<file path="src/mmbc_pkg.sv">
// shared constants and types for the minimum-mode bus control block
package mmbc_pkg;
   // bus cycle kinds requested by the execution side
   typedef enum logic [1:0] {
      MMBC_CYC_READ,
      MMBC_CYC_WRITE,
      MMBC_CYC_IRQ_ACK_STROBE_N
   } mmbc_cyc_e;

   // one clock of the block is one half of a processor T state
   localparam int unsigned MMBC_PHASES_PER_T = 2;
   localparam logic        MMBC_PHASE_HIGH   = 1'b0;
   localparam logic        MMBC_PHASE_LOW    = 1'b1;

   // idle levels of the strobes
   localparam logic MMBC_STROBE_IDLE = 1'b1;
   localparam logic MMBC_FLOAT_LEVEL = 1'b1;
   localparam logic MMBC_ALE_IDLE    = 1'b0;
endpackage : mmbc_pkg

</file>
<file path="src/mmbc_if.sv">
// synchroniser carrier between top and its input stage
`timescale 1ns/1ps
`default_nettype none
interface mmbc_if;
   logic hold_raw;
   logic hold_sync;
   modport top  (output hold_raw, input hold_sync);
   modport sync (input hold_raw, output hold_sync);
endinterface : mmbc_if
`default_nettype wire

</file>
<file path="src/mmbc_sync.sv">
// two flip-flop synchroniser for the hold request input
`timescale 1ns/1ps
`default_nettype none
module mmbc_sync
   import mmbc_pkg::*;
(
   input  wire logic clk_sys,
   input  wire logic rst_n,
   input  wire logic clk_en,
   mmbc_if.sync      link
);
   typedef struct packed {
      logic meta;
      logic sync;
   } mmbc_sync_s;

   mmbc_sync_s st_ff;
   mmbc_sync_s nxt_st;

   always_comb begin
      nxt_st = st_ff;
      if (clk_en) begin
         nxt_st.meta = link.hold_raw;
         nxt_st.sync = st_ff.meta;
      end
   end

   always_ff @(posedge clk_sys or negedge rst_n) begin
      if (!rst_n) begin
         st_ff <= '0;
      end else begin
         st_ff <= nxt_st;
      end
   end

   assign link.hold_sync = st_ff.sync;
endmodule : mmbc_sync
`default_nettype wire

</file>
<file path="src/mmbc_top.sv">
// minimum-mode bus control: T-state sequencer, strobes and hold exchange
// Operation
// - space indicator high for memory cycles, low for I/O cycles
// - space indicator valid from preceding T4 until final T4 of cycle
// - during hold acknowledge space, direction and enable float as logic one
// - write strobe low during T2, T3 and waits of write cycles
// - during hold acknowledge write strobe floats as logic one
// - interrupt acknowledge strobe low during T2, T3 and waits of acknowledge cycles
// - interrupt acknowledge strobe always driven, never floated
// - address latch enable pulses high in clock-low half of T1
// - address latch enable always driven, never floated
// - direction high transmit, low receive, timed like space indicator
// - transceiver enable low for memory, I/O and acknowledge cycles
// - read and acknowledge cycles enable from mid T2 to mid T4
// - write cycles enable from start of T2 to mid T4
// - hold acknowledge rises in middle of a T4 or idle state
// - bus and controls float in same cycle as hold acknowledge
// - hold request low drops acknowledge at a T state boundary; lines driven again in that same cycle
`timescale 1ns/1ps
`default_nettype none
module mmbc_top
   import mmbc_pkg::*;
(
   input  wire logic       clk_sys,
   input  wire logic       rst_n,
   input  wire logic       clk_en,
   input  wire logic       cyc_req,
   input  wire logic [1:0] cyc_kind,
   input  wire logic       cyc_mem,
   input  wire logic       ready,
   input  wire logic       hold_req,
   output logic            cyc_done,
   output logic            space_out,
   output logic            space_oe,
   output logic            xcvr_direction,
   output logic            xcvr_direction_oe,
   output logic            xcvr_enable_n,
   output logic            xcvr_enable_oe,
   output logic            write_strobe_n,
   output logic            write_strobe_oe,
   output logic            irq_ack_strobe_n,
   output logic            ale,
   output logic            bus_grant_out
);
   typedef enum logic [2:0] {
      MMBC_TI,
      MMBC_T1,
      MMBC_T2,
      MMBC_T3,
      MMBC_TW,
      MMBC_T4
   } mmbc_state_e;

   typedef struct packed {
      mmbc_state_e state;
      logic        phase;
      logic [1:0]  kind;
      logic        mem;
      logic        grant;
      logic        drive;
      logic        done;
      logic        space;
      logic        dir;
      logic        den_n;
      logic        wr_n;
      logic        irq_ack_strobe_n_n;
      logic        ale;
   } mmbc_top_s;

   mmbc_top_s st_ff;
   mmbc_top_s nxt_st;
   logic      hold_s;
   logic      end_of_t;

   mmbc_if link ();

   assign link.hold_raw = hold_req;
   assign hold_s        = link.hold_sync;

   mmbc_sync u_sync (
      .clk_sys (clk_sys),
      .rst_n   (rst_n),
      .clk_en  (clk_en),
      .link    (link)
   );

   assign end_of_t = (st_ff.phase == MMBC_PHASE_LOW);

   always_comb begin
      nxt_st = st_ff;
      if (clk_en) begin
         // done is state too, so it freezes with the rest while disabled
         nxt_st.done  = 1'b0;
         nxt_st.phase = ~st_ff.phase;
         if (end_of_t) begin
            case (st_ff.state)
               MMBC_TI, MMBC_T4: begin
                  // at a T state boundary with no bus work, hold keeps the sequencer idle and its drop releases the grant
                  if (st_ff.grant) begin
                     if (!hold_s) begin
                        nxt_st.grant = 1'b0;
                     end
                     nxt_st.state = MMBC_TI;
                  end else if (hold_s) begin
                     nxt_st.state = MMBC_TI;
                  end else if (cyc_req) begin
                     nxt_st.state = MMBC_T1;
                     nxt_st.kind  = cyc_kind;
                     nxt_st.mem   = cyc_mem;
                     // a request seen only in the low half still gets valid lines in T1
                     nxt_st.space = cyc_mem;
                     nxt_st.dir   = (cyc_kind == MMBC_CYC_WRITE);
                  end else begin
                     nxt_st.state = MMBC_TI;
                  end
               end
               MMBC_T1: nxt_st.state = MMBC_T2;
               MMBC_T2: nxt_st.state = MMBC_T3;
               MMBC_T3, MMBC_TW: begin
                  // ready sampled directly; the source meets setup and hold
                  nxt_st.state = ready ? MMBC_T4 : MMBC_TW;
                  nxt_st.done  = ready;
               end
               default: nxt_st.state = MMBC_TI;
            endcase
         end else begin
            // middle of T4 or idle: raise acknowledge and float at once
            if ((st_ff.state == MMBC_TI || st_ff.state == MMBC_T4) && hold_s
                && !st_ff.grant && !(st_ff.state == MMBC_T4 && cyc_req)) begin
               nxt_st.grant = 1'b1;
            end
         end

         // space and direction set in the T4 before the cycle, held to its final T4
         if (!end_of_t && cyc_req && !hold_s && !st_ff.grant
             && (st_ff.state == MMBC_TI || st_ff.state == MMBC_T4)) begin
            nxt_st.space = cyc_mem;
            nxt_st.dir   = (cyc_kind == MMBC_CYC_WRITE);
         end

         // ale high during the clock-low half of T1
         nxt_st.ale = (nxt_st.state == MMBC_T1) && (nxt_st.phase == MMBC_PHASE_LOW);

         nxt_st.wr_n   = MMBC_STROBE_IDLE;
         nxt_st.irq_ack_strobe_n_n = MMBC_STROBE_IDLE;
         nxt_st.den_n  = MMBC_STROBE_IDLE;
         case (nxt_st.state)
            MMBC_T2: begin
               if (nxt_st.kind == MMBC_CYC_WRITE) begin
                  nxt_st.wr_n  = 1'b0;
                  nxt_st.den_n = 1'b0;
               end else begin
                  nxt_st.den_n = (nxt_st.phase == MMBC_PHASE_HIGH);
               end
               nxt_st.irq_ack_strobe_n_n = (nxt_st.kind != MMBC_CYC_IRQ_ACK_STROBE_N);
            end
            MMBC_T3, MMBC_TW: begin
               nxt_st.wr_n   = (nxt_st.kind != MMBC_CYC_WRITE);
               nxt_st.irq_ack_strobe_n_n = (nxt_st.kind != MMBC_CYC_IRQ_ACK_STROBE_N);
               nxt_st.den_n  = 1'b0;
            end
            MMBC_T4: begin
               // enable ends in the middle of T4
               nxt_st.den_n = (nxt_st.phase == MMBC_PHASE_LOW);
            end
            default: begin
            end
         endcase

         // floated lines carry one in the flops so the pins stay straight flop outputs
         if (nxt_st.grant) begin
            nxt_st.space = MMBC_FLOAT_LEVEL;
            nxt_st.dir   = MMBC_FLOAT_LEVEL;
            nxt_st.den_n = MMBC_FLOAT_LEVEL;
            nxt_st.wr_n  = MMBC_FLOAT_LEVEL;
         end
         nxt_st.drive = ~nxt_st.grant;
      end
   end

   always_ff @(posedge clk_sys or negedge rst_n) begin
      if (!rst_n) begin
         st_ff        <= '0;
         st_ff.state  <= MMBC_TI;
         st_ff.phase  <= MMBC_PHASE_HIGH;
         st_ff.drive  <= 1'b1;
         st_ff.space  <= MMBC_FLOAT_LEVEL;
         st_ff.dir    <= MMBC_FLOAT_LEVEL;
         st_ff.den_n  <= MMBC_STROBE_IDLE;
         st_ff.wr_n   <= MMBC_STROBE_IDLE;
         st_ff.irq_ack_strobe_n_n <= MMBC_STROBE_IDLE;
         st_ff.ale    <= MMBC_ALE_IDLE;
      end else begin
         st_ff <= nxt_st;
      end
   end

   // floated pins carry one as their value so the pull-up level is mirrored
   assign space_out         = st_ff.space;
   assign space_oe          = st_ff.drive;
   assign xcvr_direction    = st_ff.dir;
   assign xcvr_direction_oe = st_ff.drive;
   assign xcvr_enable_n     = st_ff.den_n;
   assign xcvr_enable_oe    = st_ff.drive;
   assign write_strobe_n    = st_ff.wr_n;
   assign write_strobe_oe   = st_ff.drive;
   assign irq_ack_strobe_n  = st_ff.irq_ack_strobe_n_n;
   assign ale               = st_ff.ale;
   assign bus_grant_out     = st_ff.grant;
   assign cyc_done          = st_ff.done;
endmodule : mmbc_top
`default_nettype wire

</file>
<file path="config.mk">
export PLATFORM = sky130hd
export DESIGN_NAME = mmbc_top
export DESIGN_NICKNAME = d
export VERILOG_FILES = /design/src/mmbc_pkg.sv /design/src/mmbc_if.sv /design/src/mmbc_sync.sv /design/src/mmbc_top.sv
export SDC_FILE = /design/constraint.sdc
export NUM_CORES = 1
export LEC_CHECK = 0
export CORE_ASPECT_RATIO = 1.4
export CORE_MARGIN = 2
export CORE_UTILIZATION = 45
export DETAILED_ROUTE_END_ITERATION = 7
export DONT_BUFFER_PORTS = 1
export GPL_TIMING_DRIVEN = 0
export PLACE_DENSITY = 0.72
export SYNTH_ARGS = -nofsm -noshare
export SYNTH_HDL_FRONTEND = slang
export SYNTH_SLANG_ARGS = --single-unit
</file>
<file path="constraint.sdc">
create_clock -name clk_sys -period 2.1 [get_ports clk_sys]
set_input_delay 0.42 -clock clk_sys [delete_from_list [all_inputs] [get_ports clk_sys]]
set_output_delay 0.42 -clock clk_sys [all_outputs]
set_load 0.005 [all_outputs]
</file>
; ---- Word-level counts from Yosys, hierarchy flattened
; Cells that the tools add are included.
[classes]
bitwise = 2
mux = 30
n_reduce_logical = 22
eq_ne = 16
[op_table]
columns = op, n
row1 = 2-to-1 mux 3 bit, 10
row2 = equality test 3 x 2 -> 1 bit (second input constant), 4
row3 = equality test 3 bit (second input constant), 4
row4 = case mux 3 bit (4 select lines), 1
row5 = 2-to-1 mux 1 bit, 10
row6 = 2-to-1 mux 2 bit, 5
row7 = logical AND 1 bit, 9
row8 = nonzero test 3 bit, 3
row9 = 2-to-1 mux 4 bit, 2
row10 = equality test 3 x 1 -> 1 bit (second input constant), 2
row11 = AND reduction 6 bit, 1
row12 = OR reduction 2 bit, 3
row13 = equality test 2 x 1 -> 1 bit (second input constant), 2
row14 = zero test 1 bit, 4
row15 = case mux 2 bit (2 select lines), 1
row16 = zero test 3 bit, 1
row17 = inequality test 3 x 1 -> 1 bit (second input constant), 1
row18 = inequality test 3 bit (second input constant), 1
row19 = case mux 1 bit (3 select lines), 1
row20 = inequality test 2 x 1 -> 1 bit (second input constant), 1
row21 = inequality test 2 bit (second input constant), 1
row22 = NOT 1 bit, 2
row23 = logical OR 1 bit, 1
[totals]
input_bits = 9
ff_bits = 17
elab_cells = 84

; ---- Depth between registers and ports, before layout
; Gate-level depths: netlist (run 1).
[depth]
word_depth = 10
ltp_mapped = 5
ltp_nobuf = 4

; ---- By module
; Synthesis (run 1) repeated with hierarchy kept, for this count alone.
[hier_totals]
cells_unflattened = 98
area_unflattened_um2 = 958.4
[modules_own_cells]
columns = module, n_inst, area_each_um2, cells_each
row1 = mmbc_top, 1, 885.8, 94
row2 = mmbc_sync, 1, 72.6, 4

; ---- Least setup slack after synthesis (run 1)
; OpenSTA, ideal clock, no wires.
[synth_timing]
kind = register to register
start = register st_ff[15] (netlist name)
end = register st_ff (netlist bit space_out)
synth_period_minus_slack_ns = 1.619
setup_ns = 0.082
slack_ns = 0.481
stages_incl_launch_ff = 6
required_ns = 2.018
arrival_ns = 1.537
path_cell_list = dfrtp_1 > xnor2_2 > and3_4 > buf_6 > a221oi_4 > mux2_4
[synth_between]
elab_chain_len = 10
elab_cells_between_ends = 22
classes_between = eq/ne: 3 / mux: 6 / reduce/logical: 13
[synth_lines]
columns = element, line_no
row1 = start: declaration, mmbc_top.sv:70  ; mmbc_top_s st_ff;
row2 = start signal: assignment, mmbc_top.sv:194  ; st_ff <= nxt_st;
row3 = equality test 3 bit / zero test 3 bit (equally long branches), n/a
row4 = logical OR 1 bit, "mmbc_top.sv:128, mmbc_top.sv:136"
row5 = logical AND 1 bit, mmbc_top.sv:128  ; if ((st_ff.state == MMBC_TI || st_ff.state == MMBC_T4) && hold_s
row6 = logical AND 1 bit (2 in series), mmbc_top.sv:129  ; && !st_ff.grant && !(st_ff.state == MMBC_T4 && cyc_req)) begin
row7 = 2-to-1 mux 1 bit, mmbc_top.sv:128
row8 = 2-to-1 mux 1 bit, mmbc_top.sv:95  ; if (end_of_t) begin
row9 = 2-to-1 mux 1 bit, mmbc_top.sv:91  ; if (clk_en) begin
row10 = inequality test 3 bit (no line) (tied with other cells), n/a
row11 = AND reduction 6 bit (no line), n/a
; Several ways; a longest one is shown, not always the timed one. The select of a mux whose other input is x is not followed.
; A chain may end at the register's enable or synchronous reset.

; ---- Final worst setup path (run 1)
[layout_timing]
start = register u_sync.st_ff (netlist bit u_sync.link.hold_sync)
end = register st_ff (netlist bit space_out)
[layout_between]
elab_chain_len = 8
elab_cells_between_ends = 21
classes_between = eq/ne: 2 / mux: 8 / reduce/logical: 11
[layout_lines]
columns = element, line_no
row1 = start: declaration, mmbc_sync.sv:17  ; mmbc_sync_s st_ff;
row2 = start signal: assignment, mmbc_sync.sv:32  ; st_ff <= nxt_st;
row3 = logical AND 1 bit, mmbc_top.sv:128
row4 = logical AND 1 bit (2 in series), mmbc_top.sv:129
row5 = 2-to-1 mux 1 bit, mmbc_top.sv:128
row6 = 2-to-1 mux 1 bit, mmbc_top.sv:95
row7 = 2-to-1 mux 1 bit, mmbc_top.sv:91
row8 = inequality test 3 bit (no line) (tied with other cells), n/a
row9 = AND reduction 6 bit (no line), n/a
; Several ways; a longest one is shown, not always the timed one. The select of a mux whose other input is x is not followed.

==> impl_results.md, run 1 <==
- Sequential share of the synthesized area: between 40% and 50%
- Post-Synth XOR/XNOR Area: around 2.4%
- Slew @ Worst Pin: 0.8027 ns
- Clock Sink Count: 17
- Final instance area: 1112 sq um
- CTS resizes: 0
- Initial antenna violation count: 0
- Max cap viols: 0
- Placement Cell Area: approximately 1100 sq um
- Simple-gate area share of the yosys netlist: approximately 17%
- Leading area contributor after synthesis: dfrtp_1
- Num CTS Buffers: 3
- Core ar.: roughly 2200 sq um
- Critical path required time: about 2.3 ns
- Final hold viol count: 0
- Kind of critical path: flop to flop
- Largest family of logic cells by synthesized area: compound AO/OA/AOI/OAI gates
- Ranking of synthesized cells by area: dfrtp_1, dfstp_2, a31oi_1
- Worst slew margin: 46.31%
- Power per standard cell area: around 1500 nW/um^2
- Post-route ant nets: 0
- Static leakage: between 0.4 and 0.5 nW
- Synth top area share: 26.28%
- Routed wire length: 2234 um
- Area growth syn-to-layout: 6.213%
- FILL cells: 212
- Synth warn: 0
- Final Skew: between 0.0015 and 0.002 ns
- I/O pin count: 21
- Number of global-route vias before repair: ~750
- GR Overflow Total: 0
- Fin nets: about 130
- Synth Area in Compound Gates: approximately a quarter
- Die ar.: 2735 sq um
- Synth Instances: 111
- CTS H-tree depth: 1
- Max Freq: 565.2 MHz
- Worst Path Max Fanout: 8
- Cell Area, Synth: between 1000 and 1500 sq um
- Reg2reg setup slack: about 0.33 ns
- Final Core Density: 51.09%
- Starting DRT DRC Count: 28
- CP arrival: around 2.0 ns
- Clock-pin transition on the worst setup and hold timing paths: about 0.10 ns
- RSZ-0062 raised after global routing: no
- Worst hold path class: input port to flop
- Avg Inst Size Synth: 9.435 sq um
- Asr flop ratio synth: between 90% and 100%
- Max Buffers Root-to-Sink: 2
- DR DRC count: 0
- Synthesis-stage register bit count: 17
- Worst skew pair latency: about 0.29 ns
- GRT Util Overall: 18.19%
- Port-buffer cells: 0
- GP Congestion: 0.8889
- First-pass GRT wire length: roughly 3600 um
- Max IR drop VDD: roughly 0.50 mV
- Clock root cell: clkbuf_4
- Chip width: approximately 45 um
- FP Rows: 20
- Area of the multi-input gates: approximately 520 sq um
- Total power: ~1.7 mW
- Largest net degree at the start of global routing: 18
- Layout cells sized above 1: between 20% and 30%
- Status: finished, final reports clean
- Most common cell in the netlist: nor2_1
- Max Slew Vio Count: 0
- Adder-Cell Fraction of Synth Area: 0%
- Top_reg_cell synth: dfrtp_1
- Post-synthesis cell type count: 38
- Setup crit start kind: flop
- Crit. End Element: flop
- Most frequent cells after synthesis: nor2_1, dfrtp_1, nand2_1
- Setup repair bufs after CTS: 0
- Avg Vias per Cell: 6.072
- Reg area: between 400 and 500 sq um
- Post-synth EDFFs: 0
- Period utilization: between 80% and 90%
- WHS: 0.2527 ns
- Pre-Repair DR Iteration Count: 4
- CTS tree: built
- Avg WL per Cell: 16.19 um
- Hpwl dp: between 1500 and 2000 um
- Post-synthesis mux area share: 7.168%
- Min Tclk post-route: ~1.8 ns
- Number of diodes: 0
- Die height: a little over 60 um
- Initial Util: between 40 and 50%
- Setup violators final: 0
- Syn nets: between 100 and 150
- Sum of negative setup slack: 0 ns
- Via count: roughly 840
## registers in the layout, indices dropped and copies added, names as in the netlist
| register | flops |
|---|---|
| xcvr_enable_n | 1 |
| irq_ack_strobe_n | 1 |
| bus_grant_out | 1 |
| xcvr_direction | 1 |
| u_sync.link.hold_sync | 1 |
| space_out | 1 |
| ale | 1 |
| end_of_t | 1 |
| space_oe | 1 |
| cyc_done | 1 |
| st_ff | 5 |
| write_strobe_n | 1 |
| u_sync.st_ff | 1 |
## what timing repair did
action / in CTS / in global routing
setup endpoints to repair: 0 / 0
endpoints found under the hold margin: 17 / 0
hold buffers: 1 / 0
## final timing paths
kind                                                   startpoint                           endpoint  depth (start not counted)
worst max-delay path            u_sync.link.hold_sync$_DFFE_PN0P_              space_out$_DFFE_PN1P_                          4
worst min-delay path                                        ready               cyc_done$_DFFE_PN0P_                          2
worst max register to register  u_sync.link.hold_sync$_DFFE_PN0P_              space_out$_DFFE_PN1P_                          4
worst min register to register        u_sync.st_ff[1]$_DFFE_PN0P_  u_sync.link.hold_sync$_DFFE_PN0P_                          2
max in group asynchronous                                   rst_n          bus_grant_out$_DFFE_PN0P_                          1
min in group asynchronous                                   rst_n               end_of_t$_DFFE_PN0P_                          1
## metal layers
layer / vias up / share of wire, % / global-route usage [%] / wire length (um)
met2: 19 / 50 / 29.61 / 1125
met1: 409 / 43 / 24.39 / 965
met5: - / 0 / 0 / 0
li1: 406 / - / - / -
met4: 0 / 1.4 / 7.563 / 31
met3: 4 / 4.9 / 2.346 / 110
## critical path, stage by stage, from the launching register on
cell and delay, ns:
dfrtp_1 0.43, nor2_1 0.37, a31oi_1 0.23, a221oi_4 0.35, mux2_4 0.33
## report_power, final
| group | leakage, nW | total, mW | internal, mW | switching (mW) |
|---|---|---|---|---|
| sequential | 0.202 | 0.618 | 0.491 | 0.126 |
| combinational | 0.250 | 0.880 | 0.401 | 0.479 |
| clock | 0.0177 | 0.180 | 0.0710 | 0.109 |
## stage by stage
stage          instances  setup WS, ns
6_report             138        0.3306
5_1_grt              138        0.2125
4_1_cts              138        0.3346
3_5_place_dp         133        0.3597
3_3_place_gp         133        0.3874
2_1_floorplan        111        0.4807
## cells by family (layout without fill, tap and decap cells)
logic type,count (synthesis),after routing
flip-flops,17,17
AO/OA/AOI/OAI,32,32
buffers and inverters,18,23
multiplexers,6,6
AND/OR/NAND/NOR,36,36
XOR/XNOR,2,2
## cell usage in the layout (no fill, tap or decap), types with 2 or more instances in the layout
master / Yosys / layout
nor2_1: 12 / 12
nand2_1: 11 / 11
dfrtp_1: 11 / 11
a31oi_1: 8 / 8
inv_1: 7 / 7
dfstp_2: 6 / 6
a21oi_1: 5 / 5
clkbuf_1: 4 / 4
mux2_2: 4 / 4
o21ai_0: 4 / 4
nor2b_1: 3 / 3
buf_2: 3 / 3
buf_4: 3 / 3
clkbuf_4: 0 / 3
nand3_1: 2 / 2
a211oi_1: 2 / 2
o221ai_1: 2 / 2
mux2_4: 2 / 2
a32o_1: 2 / 2
## cell type report
class | instances | share of cell area [%]
clock buffer | 3 | 2.025
timing repair buffer | 1 | 0.8999
sequential | 17 | 38.92
clock inverter | 1 | 0.4499
tap | 22 | 2.475
multi-input combinational | 76 | 47.13
inverter | 7 | 2.362
buffer | 11 | 5.737
No activity file was read; power rests on OpenSTA's default activity.
==> inputs of run 2 (changes only) <==
--- a/config.mk
+++ b/config.mk
@@ -11,7 +11,7 @@
 export DETAILED_ROUTE_END_ITERATION = 7
 export DONT_BUFFER_PORTS = 1
 export GPL_TIMING_DRIVEN = 0
-export PLACE_DENSITY = 0.72
+export PLACE_DENSITY = 0.74
 export SYNTH_ARGS = -nofsm -noshare
 export SYNTH_HDL_FRONTEND = slang
 export SYNTH_SLANG_ARGS = --single-unit
==> constraint.sdc (replaced) <==
create_clock -name clk_sys -period 1.43 [get_ports clk_sys]
set_input_delay 0.286 -clock clk_sys [delete_from_list [all_inputs] [get_ports clk_sys]]
set_output_delay 0.286 -clock clk_sys [all_outputs]
set_load 0.005 [all_outputs]
==> run 2 against run 1 <==
Net effect:
- the flow now finishes with violations (setup timing)
- routed wire length grew 19%
- clock-buffer cell count is the same
- design area grew 15%
- sequential power grew 55%
- critical path type unchanged
- largest power group unchanged
==> impl_results.md, run 2 (synthesis results as in run 1) <==
- Period utilization: 114.1%
- Clock root cell: clkbuf_4
- Hpwl dp: 1635 um
- Area growth syn-to-layout: 22.58%
- Fin worst setup slack: -0.2020 ns
- Commonest non-fill, non-tap cells in the layout: nor2_1, nand2_1, buf_4
- GR Overflow Total: 0
- RSZ-0062 raised after global routing: yes
- Static leakage: approximately 0.55 nW
- Max IR drop VDD: between 1 and 1.5 mV
- Initial Util: slightly below 50%
- Total power: 2.950 mW
- FP Rows: 20
- Failing checks: setup timing
- FILL cells: 180
- Reg area: between 400 and 500 sq um
- Largest net degree at the start of global routing: 18
- Worst Path Max Fanout: 8
- Combinational group share of total power: between 50 and 60%
- Final Skew: between 0.0015 and 0.002 ns
- Clock-pin transition on the worst setup and hold timing paths: around 0.1 ns
- Largest register by flop count: st_ff
- Final Core Density: approximately three fifths
- CTS tree: built
- Clock Power Share: under 10%
- Port-buffer cells: 0
- Post-route ant nets: 0
- GP Congestion: roughly 0.86
- Crit-path cells: xnor2_4 -> nand3_1 -> a2111o_1 -> o41ai_2
- Max Slew Vio Count: 0
- WHS: between 0.1 and 0.15 ns
- Final hold viol count: 0
- Die ar.: approximately 2700 sq um
- Fin nets: around 140
- Area of the multi-input gates: 598.1 sq um
- CP arrival: around 1.8 ns
- First-pass GRT wire length: about 4000 um
- Num CTS Buffers: 3
- Sw Share: a little over two fifths
- Status: finished with violations
- Kind of critical path: flop to flop
- Sw Pwr: roughly 1.3 mW
- Via count: roughly 900
- CTS H-tree depth: 1
- Number of global-route vias before repair: 896
- Worst skew pair latency: 0.29 ns
- Avg WL per Cell: roughly 18 um
- Slowest stage delay, CP: about 0.46 ns
- Initial antenna violation count: 0
- Clock Sink Count: 17
- Avg Vias per Cell: 6.286
- Max reg flops: 5
- GRT Util Overall: 20.53%
- Chip width: about 45 um
- Power per standard cell area: 2298 nW/um^2
- Setup crit start kind: flop
- Crit. End Element: flop
- Max Buffers Root-to-Sink: 2
- Slowest CP cell: dfrtp_2
- I/O pin count: 21
- Number of diodes: 0
- Layout cells sized above 1: about 41%
- Max Freq: 612.7 MHz
- Commonest non-fill, non-tap cell in the layout: nor2_1
- Routed wire length: roughly 2700 um
- Critical path required time: 1.63 ns
- DR DRC count: 0
- Min Tclk post-route: approximately 1.6 ns
- Worst hold path class: input port to flop
- Die height: ~61 um
- Pre-Repair DR Iteration Count: 4
- Starting DRT DRC Count: 28
- Slew @ Worst Pin: just under 0.8 ns
- Core ar.: 2177 sq um
- Setup violators final: 10
- Final instance area: ~1300 sq um
- Max cap viols: 0
- Sequential share of power: around a third
- Worst slew margin: a little under half
- Placement Cell Area: 1075 sq um
- P_int: between 1.5 and 2 mW
[run 2: layout make-up]
| type | instances | share of cell area, % |
|---|---|---|
| multi-input cells | 76 | 46.59 |
| flip-flops and latches | 17 | 34.02 |
| repair buffers | 11 | 7.797 |
| plain buffers | 10 | 5.263 |
| well taps | 22 | 2.144 |
| inverters | 7 | 2.047 |
| clock buffers | 3 | 1.754 |
| clock inverters | 1 | 0.3899 |
[run 2: power by group through the flow]
stage / clock network (mW) / registers, mW / logic [mW]
6_report: 0.262 / 0.959 / 1.73
5_1_grt: 0.288 / 0.988 / 1.88
4_1_cts: 0.274 / 0.957 / 1.52
3_5_place_dp: 0 / 0.924 / 1.26
3_3_place_gp: 0 / 0.916 / 1.24
2_1_floorplan: 0 / 0.875 / 1.07
[run 2: final timing paths]
path / startpoint / to / slack [ns] / cells after the start
max in group asynchronous: rst_n / bus_grant_out$_DFFE_PN0P_ / 0.37 / 1
worst max-delay path: st_ff[13]$_DFFE_PN0P_ / ale$_DFFE_PN0P_ / -0.20 / 4
worst min register to register: u_sync.st_ff[1]$_DFFE_PN0P_ / u_sync.link.hold_sync$_DFFE_PN0P_ / 0.50 / 2
worst max register to register: st_ff[13]$_DFFE_PN0P_ / ale$_DFFE_PN0P_ / -0.20 / 4
min in group asynchronous: rst_n / st_ff[11]$_DFFE_PN0P_ / 0.51 / 1
worst min-delay path: ready / cyc_done$_DFFE_PN0P_ / 0.12 / 2
[run 2: critical path, delay by kind of cell, from the launching register on]
family           cells  cell delay, ns
XOR/XNOR             1            0.30
AO/OA/AOI/OAI        2            0.65
flip-flops           1            0.46
AND/OR/NAND/NOR      1            0.12
[run 2: what timing repair did]
| item | CTS | global route |
|---|---|---|
| hold buffers | 1 | 0 |
| endpoints found under the setup margin | 10 | 13 |
| resized for setup | 16 | 13 |
| pin swaps | 9 | 6 |
| setup buffers | 8 | 2 |
| hold endpoints to repair | 17 | 0 |
[run 2: routing by layer]
metal / routed length (um) / vias to the layer above / part of all wire (%) / GRT usage (%)
met4: 85 / 0 / 3.2 / 9.244
li1: - / 427 / - / -
met5: 0 / - / 0 / 0
met3: 117 / 10 / 4.4 / 3.519
met2: 1420 / 26 / 53 / 35.61
met1: 1035 / 461 / 39 / 24.72
[run 2: stage by stage]
step	setup slack, ns	setup TNS [ns]	cells
floorplan	-0.1529	-0.4031	111
global placement	-0.2708	-1.495	133
detailed placement	-0.3025	-1.647	133
CTS	-0.1835	-1.225	145
global route	-0.2658	-1.838	147
finish	-0.2020	-1.137	147
==> inputs of run 3 (changes only) <==
--- a/config.mk
+++ b/config.mk
@@ -11,7 +11,8 @@
 export DETAILED_ROUTE_END_ITERATION = 7
 export DONT_BUFFER_PORTS = 1
 export GPL_TIMING_DRIVEN = 0
-export PLACE_DENSITY = 0.74
+export PLACE_DENSITY = 0.72
 export SYNTH_ARGS = -nofsm -noshare
 export SYNTH_HDL_FRONTEND = slang
+export SYNTH_HIERARCHICAL = 1
 export SYNTH_SLANG_ARGS = --single-unit
==> constraint.sdc (replaced) <==
create_clock -name clk_sys -period 1.6 [get_ports clk_sys]
set_input_delay 0.32 -clock clk_sys [delete_from_list [all_inputs] [get_ports clk_sys]]
set_output_delay 0.32 -clock clk_sys [all_outputs]
set_load 0.005 [all_outputs]
==> run 3 against run 2 <==
Net effect:
- critical path depth is 1 higher
- fmax is 6.8% higher
- the run now ends clean
- non-clock buffer count down 5
- critical endpoint is now write_strobe_n$_DFFE_PN1P_
- largest power group unchanged
- largest cell class unchanged
==> impl_results.md, run 3 <==
- Largest register by flop count: st_ff
- Power per standard cell area: about 1900 nW/um^2
- Avg WL per Cell: between 15 and 20 um
- CTS H-tree depth: 1
- Status: finished, final reports clean
- Die height: 58.61 um
- Commonest non-fill, non-tap cell in the layout: a21oi_1
- Final Core Density: between 50 and 60%
- FP Rows: 19
- Fin nets: roughly 120
- Slew @ Worst Pin: slightly below 0.8 ns
- Max reg flops: 5
- Port-buffer cells: 0
- Placement Cell Area: approximately 980 sq um
- Post-Synth XOR/XNOR Area: 4.700%
- Clock root cell: clkbuf_4
- Sw Share: roughly 40%
- Max IR drop VDD: between 1 and 1.5 mV
- Chip width: 43.01 um
- Dpl ws: -0.02872 ns
- Setup crit start kind: flop
- DR DRC count: 0
- Reg area: between 400 and 500 sq um
- Avg Vias per Cell: 5.862
- Number of diodes: 0
- Syn nets: between 100 and 150
- Worst hold path class: input port to flop
- Clock Power Share: a little under an eighth
- Initial antenna violation count: 0
- Setup violators final: 0
- Synth warn: 6
- Most frequent cells after synthesis: a21oi_1, dfrtp_1, nor2_1
- Top_reg_cell synth: dfrtp_1
- Static leakage: 0.4629 nW
- Largest net degree at the start of global routing: 18
- Synth Area in Compound Gates: between 10% and 20%
- Starting DRT DRC Count: 21
- Pre-Repair DR Iteration Count: 4
- Max Freq: ~650 MHz
- Post-synthesis cell type count: 31
- Worst skew pair latency: ~0.3 ns
- Max cap viols: 0
- Clock-pin transition on the worst setup and hold timing paths: about 0.10 ns
- Max Buffers Root-to-Sink: 2
- Period utilization: roughly 95%
- Clock Sink Count: 17
- Max Slew Vio Count: 0
- Synthesis-stage register bit count: 17
- Fin worst setup slack: about 0.072 ns
- Post-route ant nets: 0
- Number of global-route vias before repair: roughly 730
- Initial Util: approximately 48%
- Adder-Cell Fraction of Synth Area: 0%
- CP arrival: around 1.8 ns
- Synth top area share: 28.72%
- Final instance area: around 1100 sq um
- GP Congestion: around 0.76
- Sw Pwr: roughly 0.8 mW
- P_int: around 1.2 mW
- Most common cell in the netlist: a21oi_1
- Num CTS Buffers: 3
- Die ar.: ~2500 sq um
- Sequential share of power: between 30% and 40%
- Area growth syn-to-layout: 12.40%
- Sequential share of the synthesized area: 45.17%
- Critical path required time: 1.83 ns
- Via count: 762
- CTS tree: built
- Min Tclk post-route: approximately 1.5 ns
- Post-synthesis mux area share: approximately 6.8%
- Ranking of synthesized cells by area: dfrtp_1, dfstp_2, a21oi_1
- FILL cells: between 150 and 200
- Layout cells sized above 1: between 20 and 30%
- Final Skew: 0.007403 ns
- Post-synth EDFFs: 0
- Synth Instances: 98
- Total power: approximately 2 mW
- Final hold viol count: 0
- I/O pin count: 21
- Worst Path Max Fanout: 9
- Cell Area, Synth: between 900 and 1000 sq um
- Crit. End Element: flop
- Worst slew margin: a little under half
- Sum of negative setup slack: 0 ns
- Avg Inst Size Synth: 9.780 sq um
- GRT Util Overall: between 10% and 20%
- Largest family of logic cells by synthesized area: compound AO/OA/AOI/OAI gates
- Hpwl dp: between 1000 and 1500 um
- Commonest non-fill, non-tap cells in the layout: a21oi_1, buf_4, dfrtp_1
- Kind of critical path: flop to flop
- Combinational group share of total power: between 50% and 60%
- Simple-gate area share of the yosys netlist: 15.67%
- Routed wire length: around 2000 um
- GR Overflow Total: 0
- Area of the multi-input gates: 454.2 sq um
- Core ar.: 1997 sq um
- First-pass GRT wire length: 3139 um
- Leading area contributor after synthesis: dfrtp_1
- Asr flop ratio synth: 100.0%
==> run 3: repair_timing <==
item,in CTS,in global routing
resized for setup,0,4
gates cloned,0,0
hold buffers,1,0
setup endpoints to repair,1,4
endpoints found under the hold margin,17,0
buffers inserted,2,4
pin swaps,1,2
==> run 3: path summary, 6_finish.rpt <==
check	startpoint	end	slack, ns	cells after the start
worst min register to register	xcvr_enable_n$_DFFE_PN1P_	xcvr_enable_n$_DFFE_PN1P_	0.50	2
worst max-delay path	st_ff[15]$_DFFE_PN0P_	write_strobe_n$_DFFE_PN1P_	0.07	5
max in group asynchronous	rst_n	u_sync/link.hold_sync$_DFFE_PN0P_	0.52	1
worst max register to register	st_ff[15]$_DFFE_PN0P_	write_strobe_n$_DFFE_PN1P_	0.07	5
min in group asynchronous	rst_n	ale$_DFFE_PN0P_	0.54	1
worst min-delay path	hold_req	u_sync/st_ff[1]$_DFFE_PN0P_	0.17	1
==> run 3: routing by layer <==
metal | vias up | track usage (%) | wire (um)
li1 | 363 | - | -
met1 | 368 | 18.42 | 814
met2 | 27 | 29.87 | 1041
met3 | 4 | 2.761 | 114
met4 | 0 | 7.792 | 35
met5 | - | 0 | 0
==> run 3: through the flow <==
stage	std cells	hold WS (ns)
global route	130	0.1614
floorplan	98	0.02441
global placement	119	0.02489
finish	130	0.1668
detailed placement	119	0.02482
CTS	126	0.1659
==> run 3: power groups by stage <==
| stage | combinational [mW] | sequential, mW | clock (mW) |
|---|---|---|---|
| floorplan | 0.753 | 0.718 | 0 |
| global route | 1.13 | 0.763 | 0.252 |
| CTS | 0.915 | 0.746 | 0.238 |
| finish | 1.02 | 0.745 | 0.237 |
| global placement | 0.867 | 0.743 | 0 |
| detailed placement | 0.890 | 0.754 | 0 |
==> run 3: area by class of cell <==
class	count	area share, %
Multi-Input combinational cell	66	42.16
Buffer	9	5.343
Inverter	6	2.091
Tap cell	21	2.439
Sequential cell	17	40.42
Timing Repair Buffer	7	5.110
Clock buffer	4	2.439
==> run 3: critical path, cell delays in order, from the launching register on <==
cell and delay, ns:
dfrtp_1 0.37, buf_4 0.17, xnor2_4 0.24, a41o_1 0.22
o21ai_1 0.11, o32a_1 0.36
==> run 3: cell families (layout without fill, tap and decap cells) <==
| group | Yosys count | after routing |
|---|---|---|
| flip-flops | 17 | 17 |
| AO/OA/AOI/OAI | 30 | 30 |
| buffers and inverters | 15 | 26 |
| AND/OR/NAND/NOR | 27 | 27 |
| XOR/XNOR | 3 | 3 |
| multiplexers | 6 | 6 |
